--- config.mk ---
export PLATFORM = sky130hd
export DESIGN_NAME = ufc_fifo_ctrl
export DESIGN_NICKNAME = d
export VERILOG_FILES = /design/src/hw/ufc_pkg.sv /design/src/hw/ufc_fifo_ctrl.sv
export VERILOG_INCLUDE_DIRS = /design/src /design/src/hw
export SDC_FILE = /design/constraint.sdc
export NUM_CORES = 1
export LEC_CHECK = 0
export BUFFER_PORTS_ARGS = -buffer_cell sky130_fd_sc_hd__buf_2
export CORE_MARGIN = 2
export CORE_UTILIZATION = 40
export DETAILED_ROUTE_END_ITERATION = 6
export GPL_ROUTABILITY_DRIVEN = 0
export HOLD_SLACK_MARGIN = 0.03
export PLACE_DENSITY_LB_ADDON = 0.08
export REMOVE_ABC_BUFFERS = 1
export SLEW_MARGIN = 20
export SYNTH_ARGS = -nofsm -noshare
export SYNTH_HDL_FRONTEND = slang
export SYNTH_SLANG_ARGS = --single-unit
--- constraint.sdc ---
create_clock -name clk_i -period 5.1 [get_ports clk_i]
set_input_delay 0.255 -clock clk_i [delete_from_list [all_inputs] [get_ports clk_i]]
set_output_delay 0.255 -clock clk_i [all_outputs]
set_load 0.01 [all_outputs]
--- src/hw/ufc_cfg.svh ---
// Offsets, field positions, reset values and levels for the UART FIFO control block
// Assumes inclusion by the package and the design module only
`ifndef UFC_CFG_SVH
`define UFC_CFG_SVH
`define UFC_ADDR_W 4
`define UFC_OFS_CTRL 4'h0
`define UFC_OFS_STAT 4'h1
`define UFC_OFS_IRQ_ST 4'h2
`define UFC_OFS_IRQ_MASK 4'h3
`define UFC_OFS_TX_LVL 4'h4
`define UFC_OFS_RX_LVL 4'h5
`define UFC_CTRL_RST 8'h00
`define UFC_BIT_EN 0
`define UFC_BIT_RXFL 1
`define UFC_BIT_TXFL 2
`define UFC_BIT_DMA 3
`define UFC_DEPTH 32
`define UFC_RX_L0 6'h08
`define UFC_RX_L1 6'h10
`define UFC_RX_L2 6'h18
`define UFC_RX_L3 6'h1c
`define UFC_TX_L0 6'h10
`define UFC_TX_L1 6'h08
`define UFC_TX_L2 6'h18
`define UFC_TX_L3 6'h1e
`define UFC_IRQ_RX 0
`define UFC_IRQ_TX 1
`define UFC_IRQ_OVR 2
`endif

--- src/hw/ufc_pkg.sv ---
// Types for the UART FIFO control block
// Assumes ufc_cfg.svh is on the include path
package ufc_pkg;
  `include "ufc_cfg.svh"
  typedef struct packed {
    logic [1:0] rx_threshold_field;
    logic [1:0] tx_thr;
    logic dma_mode;
    logic tx_fifo_flush;
    logic rx_fifo_flush;
    logic fifo_en;
  } ufc_ctrl_t;
  typedef struct packed {
    logic [`UFC_ADDR_W-1:0] addr;
    logic [7:0] wdata;
    logic wr;
    logic rd;
  } ufc_bus_t;
endpackage

--- src/hw/ufc_fifo_ctrl.sv ---
// UART FIFO control: threshold events, flushes, DMA request pins, transmit and receive FIFOs
// Assumes one 10 MHz clock, a same-clock register port, and a shifter side on the same clock
//
// Added by the designer: the plain strobed port and the register addresses.
`timescale 1ns/1ps
module ufc_fifo_ctrl
  import ufc_pkg::*;
#(
  parameter int DEPTH = `UFC_DEPTH
) (
  input wire logic clk_i,
  input wire logic rst_b_i,
  input wire ufc_bus_t bus_i,
  output logic [7:0] rdata_o,
  input wire logic tx_wr_i,
  input wire logic [7:0] tx_data_i,
  input wire logic tx_pop_i,
  output logic tx_valid_o,
  output logic [7:0] tx_data_o,
  input wire logic rx_push_i,
  input wire logic [7:0] rx_data_i,
  input wire logic rx_timeout_i,
  input wire logic rx_rd_i,
  output logic [7:0] rx_data_o,
  output logic rx_valid_o,
  output logic tx_dma_request_n_o,
  output logic rx_dma_request_n_o,
  output logic irq_o
);
  localparam int PW = $clog2(DEPTH);
  typedef struct packed {
    ufc_ctrl_t ctrl;
    logic [PW:0] tx_cnt;
    logic [PW-1:0] tx_rp;
    logic [PW-1:0] tx_wp;
    logic [PW:0] rx_cnt;
    logic [PW-1:0] rx_rp;
    logic [PW-1:0] rx_wp;
    logic tx_empty_ev;
    logic rx_dma_act;
    logic tx_dma_hi;
    logic [2:0] irq_st;
    logic [2:0] irq_mask;
    logic [7:0] rdata;
    logic [7:0] rx_out;
    logic [7:0] tx_out;
  } ufc_state_t;

  ufc_state_t s_r, s_nxt;
  logic [7:0] tx_mem [DEPTH];
  logic [7:0] rx_mem [DEPTH];
  logic [PW:0] cap, rx_lvl, tx_lvl;
  logic tx_full, rx_full, tx_push, rx_push, tx_pop, rx_pop;
  logic rx_hit, tx_below, flush_tx, flush_rx, ctrl_wr, st_rd;

  ////////////////////////////////////////////////////////////////////////
  // Threshold decode
  always_comb begin
    unique case (s_r.ctrl.rx_threshold_field)
      2'b00: rx_lvl = (PW+1)'(`UFC_RX_L0);
      2'b01: rx_lvl = (PW+1)'(`UFC_RX_L1);
      2'b10: rx_lvl = (PW+1)'(`UFC_RX_L2);
      2'b11: rx_lvl = (PW+1)'(`UFC_RX_L3);
    endcase
    unique case (s_r.ctrl.tx_thr)
      2'b00: tx_lvl = (PW+1)'(`UFC_TX_L0);
      2'b01: tx_lvl = (PW+1)'(`UFC_TX_L1);
      2'b10: tx_lvl = (PW+1)'(`UFC_TX_L2);
      2'b11: tx_lvl = (PW+1)'(`UFC_TX_L3);
    endcase
  end

  // Disabled FIFOs behave as one-character holding registers
  assign cap = s_r.ctrl.fifo_en ? (PW+1)'(DEPTH) : (PW+1)'(1);
  assign tx_full = s_r.tx_cnt >= cap;
  assign rx_full = s_r.rx_cnt >= cap;
  assign ctrl_wr = bus_i.wr && bus_i.addr == `UFC_OFS_CTRL;
  assign st_rd = bus_i.rd && bus_i.addr == `UFC_OFS_IRQ_ST;
  // Enable change also flushes, so stale data never survives a mode switch
  assign flush_tx = ctrl_wr && (bus_i.wdata[`UFC_BIT_TXFL] && bus_i.wdata[`UFC_BIT_EN]
                    || bus_i.wdata[`UFC_BIT_EN] != s_r.ctrl.fifo_en);
  assign flush_rx = ctrl_wr && (bus_i.wdata[`UFC_BIT_RXFL] && bus_i.wdata[`UFC_BIT_EN]
                    || bus_i.wdata[`UFC_BIT_EN] != s_r.ctrl.fifo_en);
  assign tx_push = tx_wr_i && !tx_full && !flush_tx;
  assign tx_pop = tx_pop_i && s_r.tx_cnt != '0 && !flush_tx;
  // Receiver keeps loading past threshold; excess beyond full is dropped
  assign rx_push = rx_push_i && !rx_full && !flush_rx;
  assign rx_pop = rx_rd_i && s_r.rx_cnt != '0 && !flush_rx;
  assign rx_hit = s_r.rx_cnt >= rx_lvl;
  assign tx_below = s_r.tx_cnt < tx_lvl;

  ////////////////////////////////////////////////////////////////////////
  // Next state
  always_comb begin
    s_nxt = s_r;
    s_nxt.ctrl.tx_fifo_flush = 1'b0;
    s_nxt.ctrl.rx_fifo_flush = 1'b0;
    if (ctrl_wr) begin
      s_nxt.ctrl.fifo_en = bus_i.wdata[`UFC_BIT_EN];
      if (bus_i.wdata[`UFC_BIT_EN]) begin
        s_nxt.ctrl.rx_threshold_field = bus_i.wdata[7:6];
        s_nxt.ctrl.tx_thr = bus_i.wdata[5:4];
        s_nxt.ctrl.dma_mode = bus_i.wdata[`UFC_BIT_DMA];
        s_nxt.ctrl.tx_fifo_flush = bus_i.wdata[`UFC_BIT_TXFL];
        s_nxt.ctrl.rx_fifo_flush = bus_i.wdata[`UFC_BIT_RXFL];
      end
    end
    if (bus_i.wr && bus_i.addr == `UFC_OFS_IRQ_MASK) begin
      s_nxt.irq_mask = bus_i.wdata[2:0];
    end
    // Transmit and receive counters
    if (flush_tx) begin
      s_nxt.tx_cnt = '0;
      s_nxt.tx_rp = '0;
      s_nxt.tx_wp = '0;
    end else begin
      s_nxt.tx_cnt = s_r.tx_cnt + (PW+1)'(tx_push) - (PW+1)'(tx_pop);
      if (tx_push) s_nxt.tx_wp = s_r.tx_wp + 1'b1;
      if (tx_pop) s_nxt.tx_rp = s_r.tx_rp + 1'b1;
    end
    if (flush_rx) begin
      s_nxt.rx_cnt = '0;
      s_nxt.rx_rp = '0;
      s_nxt.rx_wp = '0;
    end else begin
      s_nxt.rx_cnt = s_r.rx_cnt + (PW+1)'(rx_push) - (PW+1)'(rx_pop);
      if (rx_push) s_nxt.rx_wp = s_r.rx_wp + 1'b1;
      if (rx_pop) s_nxt.rx_rp = s_r.rx_rp + 1'b1;
    end
    if (tx_pop) s_nxt.tx_out = tx_mem[s_r.tx_rp];
    if (rx_pop) s_nxt.rx_out = rx_mem[s_r.rx_rp];
    // Transmit-empty event: set on falling under threshold, set beats clear
    if (st_rd || tx_wr_i) s_nxt.tx_empty_ev = 1'b0;
    if (tx_pop && s_nxt.tx_cnt < tx_lvl && s_r.tx_cnt >= tx_lvl) begin
      s_nxt.tx_empty_ev = 1'b1;
    end
    // Mode 1 receive request holds until FIFO drains
    if (s_nxt.rx_cnt == '0) s_nxt.rx_dma_act = 1'b0;
    else if (rx_hit || rx_timeout_i) s_nxt.rx_dma_act = 1'b1;
    // Mode 1 transmit request: high when full, low below threshold
    if (s_nxt.tx_cnt >= cap) s_nxt.tx_dma_hi = 1'b1;
    else if (s_nxt.tx_cnt < tx_lvl) s_nxt.tx_dma_hi = 1'b0;
    // Sticky events; write one to clear, new event wins
    if (bus_i.wr && bus_i.addr == `UFC_OFS_IRQ_ST) begin
      s_nxt.irq_st = s_r.irq_st & ~bus_i.wdata[2:0];
    end
    if (rx_push && s_r.rx_cnt + 1'b1 == rx_lvl) s_nxt.irq_st[`UFC_IRQ_RX] = 1'b1;
    if (s_nxt.tx_empty_ev && !s_r.tx_empty_ev) s_nxt.irq_st[`UFC_IRQ_TX] = 1'b1;
    if (rx_push_i && rx_full) s_nxt.irq_st[`UFC_IRQ_OVR] = 1'b1;
    // Register read, data one cycle later
    s_nxt.rdata = 8'h00;
    if (bus_i.rd) begin
      unique case (bus_i.addr)
        `UFC_OFS_CTRL: s_nxt.rdata = s_r.ctrl;
        `UFC_OFS_STAT: s_nxt.rdata = {3'h0, s_r.tx_empty_ev, rx_hit, s_r.rx_dma_act, tx_full, rx_full};
        `UFC_OFS_IRQ_ST: s_nxt.rdata = {5'h00, s_r.irq_st};
        `UFC_OFS_IRQ_MASK: s_nxt.rdata = {5'h00, s_r.irq_mask};
        `UFC_OFS_TX_LVL: s_nxt.rdata = 8'(s_r.tx_cnt);
        `UFC_OFS_RX_LVL: s_nxt.rdata = 8'(s_r.rx_cnt);
        default: s_nxt.rdata = 8'h00;
      endcase
    end
  end

  ////////////////////////////////////////////////////////////////////////
  // Registers and storage
  always_ff @(posedge clk_i or negedge rst_b_i) begin
    if (!rst_b_i) begin
      s_r <= '0;
    end else begin
      s_r <= s_nxt;
    end
  end

  // Storage has no reset; counters define what is valid
  always_ff @(posedge clk_i) begin
    if (tx_push) tx_mem[s_r.tx_wp] <= tx_data_i;
    if (rx_push) rx_mem[s_r.rx_wp] <= rx_data_i;
  end

  ////////////////////////////////////////////////////////////////////////
  // Outputs
  assign rdata_o = s_r.rdata;
  assign tx_data_o = s_r.tx_out;
  assign rx_data_o = s_r.rx_out;
  assign tx_valid_o = s_r.tx_cnt != '0;
  assign rx_valid_o = s_r.rx_cnt != '0;
  assign irq_o = |(s_r.irq_st & s_r.irq_mask);
  // Far DMA moves data only while its request is low
  always_comb begin
    if (s_r.ctrl.fifo_en && s_r.ctrl.dma_mode) begin
      tx_dma_request_n_o = s_r.tx_dma_hi;
      rx_dma_request_n_o = !s_r.rx_dma_act;
    end else begin
      tx_dma_request_n_o = s_r.tx_cnt != '0;
      rx_dma_request_n_o = s_r.rx_cnt == '0;
    end
  end
endmodule

==> impl_metrics.yaml <==
drt:
  detail_route.first_pass.iterations: 5
  drt_iter0_drc: 969
  via_per_inst: 5.47
  drc: 0
  wl_per_cell_um: 24.4
  ant_nets: 0
  wirelength_um: 55300
  vias: 12400
floorplan:
  dieArea_um2: 62500
  core_um2: 60000
  ios: 66
  initial_utilization_pct: 40.3
  die_x_um: 250
  num_rows: 90
  die_y_um: 250
sta:
  fmax_ghz: 0.221
  finalSetupViolCount: 0
  slew_viol_final: 0
  slew_headroom_pct: 33.7
  min_period_ps: 4520
  tns_ps: 0
  fin_ws_ps: 581
  finalClockSkew_ps: 20.0
  hold_viol_final: 0
  fin_crit_sh_pct: 88.6
  worst-slew-pin-transition_ps: 990
  rsz0062_at_grt: "false"
global_routing:
  antenna_found_initial: 0
  grt_max_degree: 64
  grt_pass1_wl_um: 83500
  grt_pass1_vias: 12800
  grt-ovfl-total: 0
  track_usage_pct: 18.0
placed_design:
  dp_hpwl_um: 34400
  numPortBuffers: 65
  dpl_worst_slack_ps: 385
pwr:
  p_leak_nw: 9.11
  vdd_drop_max_mv: 0.372
  power_density_nw_per_um2: 540
finish:
  antennaDiodeCount: 0
  nFillCells: 5165
  layout-drive-gt1-share_pct: 21.6
  nets: 1516
  area_delta_synth_final_pct: 12.5
cts:
  htreeDepth: 2
  clk_path_buf_depth: 3
  cts_buffers: 59
  clock-sinks: 585
  cts_tree: "done"
  clock_latency_ps: 610
  clk_pin_slew_ps: 60
  clockRootBuffer: "clkbuf_16"
critical_path:
  cp_max_fo: 7
  critical_path_class: "register to register"
  max_stage_delay_ps: 440
  timing.rr.start: "s_r[65]"
  slowest_stage: "dfrtp_1"
  worstRegToRegCells: 20
  reg2reg_slack_ps: 580
  critPathLaunchType: "register"
  arrival_ps: 5030
  critPathCaptureType: "register"
  r2r-end: "s_r[28]"
  worstPathRequired_ps: 5610
  path_cells: "inv_1 -> ha_1 -> nor3b_1 -> o211ai_1 -> a2111oi_4 -> inv_1 -> ha_1 -> inv_1 -> ha_1 -> inv_1 -> fa_1 -> nand2b_1 -> a22o_1 -> xnor2_1 -> and2_1 -> ha_1 -> o21ai_0 -> o221a_2 -> nand2_1 -> o41ai_1"
yosys:
  yosys_warnings: 0
  ys_seq_elements: 585
  netlist.area_leader.share_pct: 63.6
  synth.area.top_cells: "edfxtp_1, mux4_2, dfrtp_1, ha_1, a22oi_1"
  synth_top_area_cell: "edfxtp_1"
  postSynthCellCount: 1358
  synth_cell_types: 65
  syn_avg_cell_area_um2: 17.8
  synthArstFlopShare_pct: 12.5
  synth_edf_count: 512
  syn_area_um2: 24200
  seq_area_frac_synth_pct: 71.1
  synth_flop_cell: "edfxtp_1"
run_status:
  status: "complete, no violations"
hold_path:
  holdPathEnd: "s_r[32]"
  whs_path_depth: 4
  holdCritStartpoint: "tx_wr_i"
  worstHoldPathType: "input pin to register"
job:
  cap_violations: 0
[worst max-delay path, delay by kind of cell (launching register included)]
family | cells | cell delay (ps)
buffers and inverters | 4 | 450
adders and majority gates | 5 | 1470
xor gates and xnor gates | 1 | 130
AOI/OAI and AO/OA | 6 | 1350
DFF | 1 | 440
and+or+nand+nor | 4 | 600
[per-layer routing]
layer | global-route usage, % | vias to the layer above | wire (um)
met5 | 0 | - | 0
met4 | 4.23 | 0 | 1020
met1 | 27.1 | 6464 | 26100
li1 | - | 5517 | -
met3 | 2.85 | 68 | 2800
met2 | 27.5 | 327 | 25400
[timing repair]
item                                    CTS  global route
buffers inserted                          0             1
endpoints found under the setup margin    0             3
gates resized for setup                   0             1
hold buffers                             16             0
endpoints found under the hold margin    58             0
[layout make-up]
type | count | area, um2 | share of cell area [%]
Clock buffer | 79 | 1590 | 5.85
Clock inverter | 32 | 254 | 0.933
Timing Repair Buffer | 98 | 653 | 2.40
Sequential cell | 585 | 17200 | 63.2
Tap cell | 782 | 978 | 3.59
Inverter | 42 | 158 | 0.579
Multi-Input combinational cell | 646 | 6370 | 23.4
[registers in the layout, summed over array words and instances, names as in the netlist]
| register | flops |
|---|---|
| rdata_o | 8 |
| s_r | 49 |
| tx_data_o | 8 |
| rx_mem | 256 |
| rx_data_o | 8 |
| tx_mem | 256 |
[placed cells by master (no fill, tap or decap), types with 6 or more instances in the layout]
cell,Yosys,routed
nor2b_1,11,9
inv_1,42,42
and2_1,6,6
buf_4,33,15
dfrtp_1,73,69
xor2_1,8,8
mux2_2,13,13
o21ai_0,15,15
ha_1,45,45
edfxtp_1,512,512
nand4_1,6,6
mux4_2,128,128
a21oi_1,40,40
nor2_1,104,104
xnor2_1,16,16
o21ai_1,8,8
clkbuf_1,28,17
dlygate4sd3_1,0,16
nand2_1,64,64
nand3b_1,10,10
nand3_1,15,15
buf_2,15,64
clkinv_2,0,6
a22oi_1,69,69
clkinv_1,0,19
clkbuf_16,0,60
[cell families (layout without fill, tap and decap cells)]
family,count (synthesis),in the layout,synth area share (%)
flip-flops,585,585,71.1
multiplexers,145,145,12.7
adder cells (fa/ha/maj),47,47,2.49
XOR/XNOR,24,24,0.869
AO/OA/AOI/OAI,181,181,5.20
buffers and inverters,127,251,2.62
AND/OR/NAND/NOR,249,249,5.00
[power by group]
| part | internal [mW] | switching, mW |
|---|---|---|
| clock | 2.38 | 1.80 |
| combinational | 2.02 | 2.37 |
| sequential | 5.54 | 0.604 |
| total | 9.94 | 4.77 |
[per-stage QoR]
step	instance area, um2	hold WS, ps	util [%]	cells	power (mW)
final	27200	67.7	45.4	2264	14.7
after global routing	27200	100	45.4	2264	15.5
after CTS	27200	53.4	45.3	2263	14.9
after detailed placement	25200	313	42.0	2136	10.7
after global placement	25200	311	42.0	2136	10.6
after floorplan	23700	-40.6	-	1273	9.18
[worst max path at each step]
stage | cells past startpoint | endpoint | slack, ps | start
2_1_floorplan | 20 | s_r[28] | 890 | s_r[65]
3_3_place_gp | 20 | s_r[28] | 470 | s_r[65]
3_5_place_dp | 20 | s_r[28] | 380 | s_r[65]
4_1_cts | 20 | s_r[28] | 350 | s_r[65]
5_1_grt | 19 | s_r[30] | 150 | s_r[65]
6_report | 20 | s_r[28] | 580 | s_r[65]
[synth_stat cells (all sizes together) (11+ instances only)]
cell	instances
a21oi	40
inv	42
xnor2	16
nor2	104
ha	45
mux4	128
nand2	65
o21ai	23
nor2b	11
dfrtp	73
clkbuf	28
a22oi	69
nand3	15
edfxtp	512
mux2	13
buf	57
(Power assumes the default switching activity.)
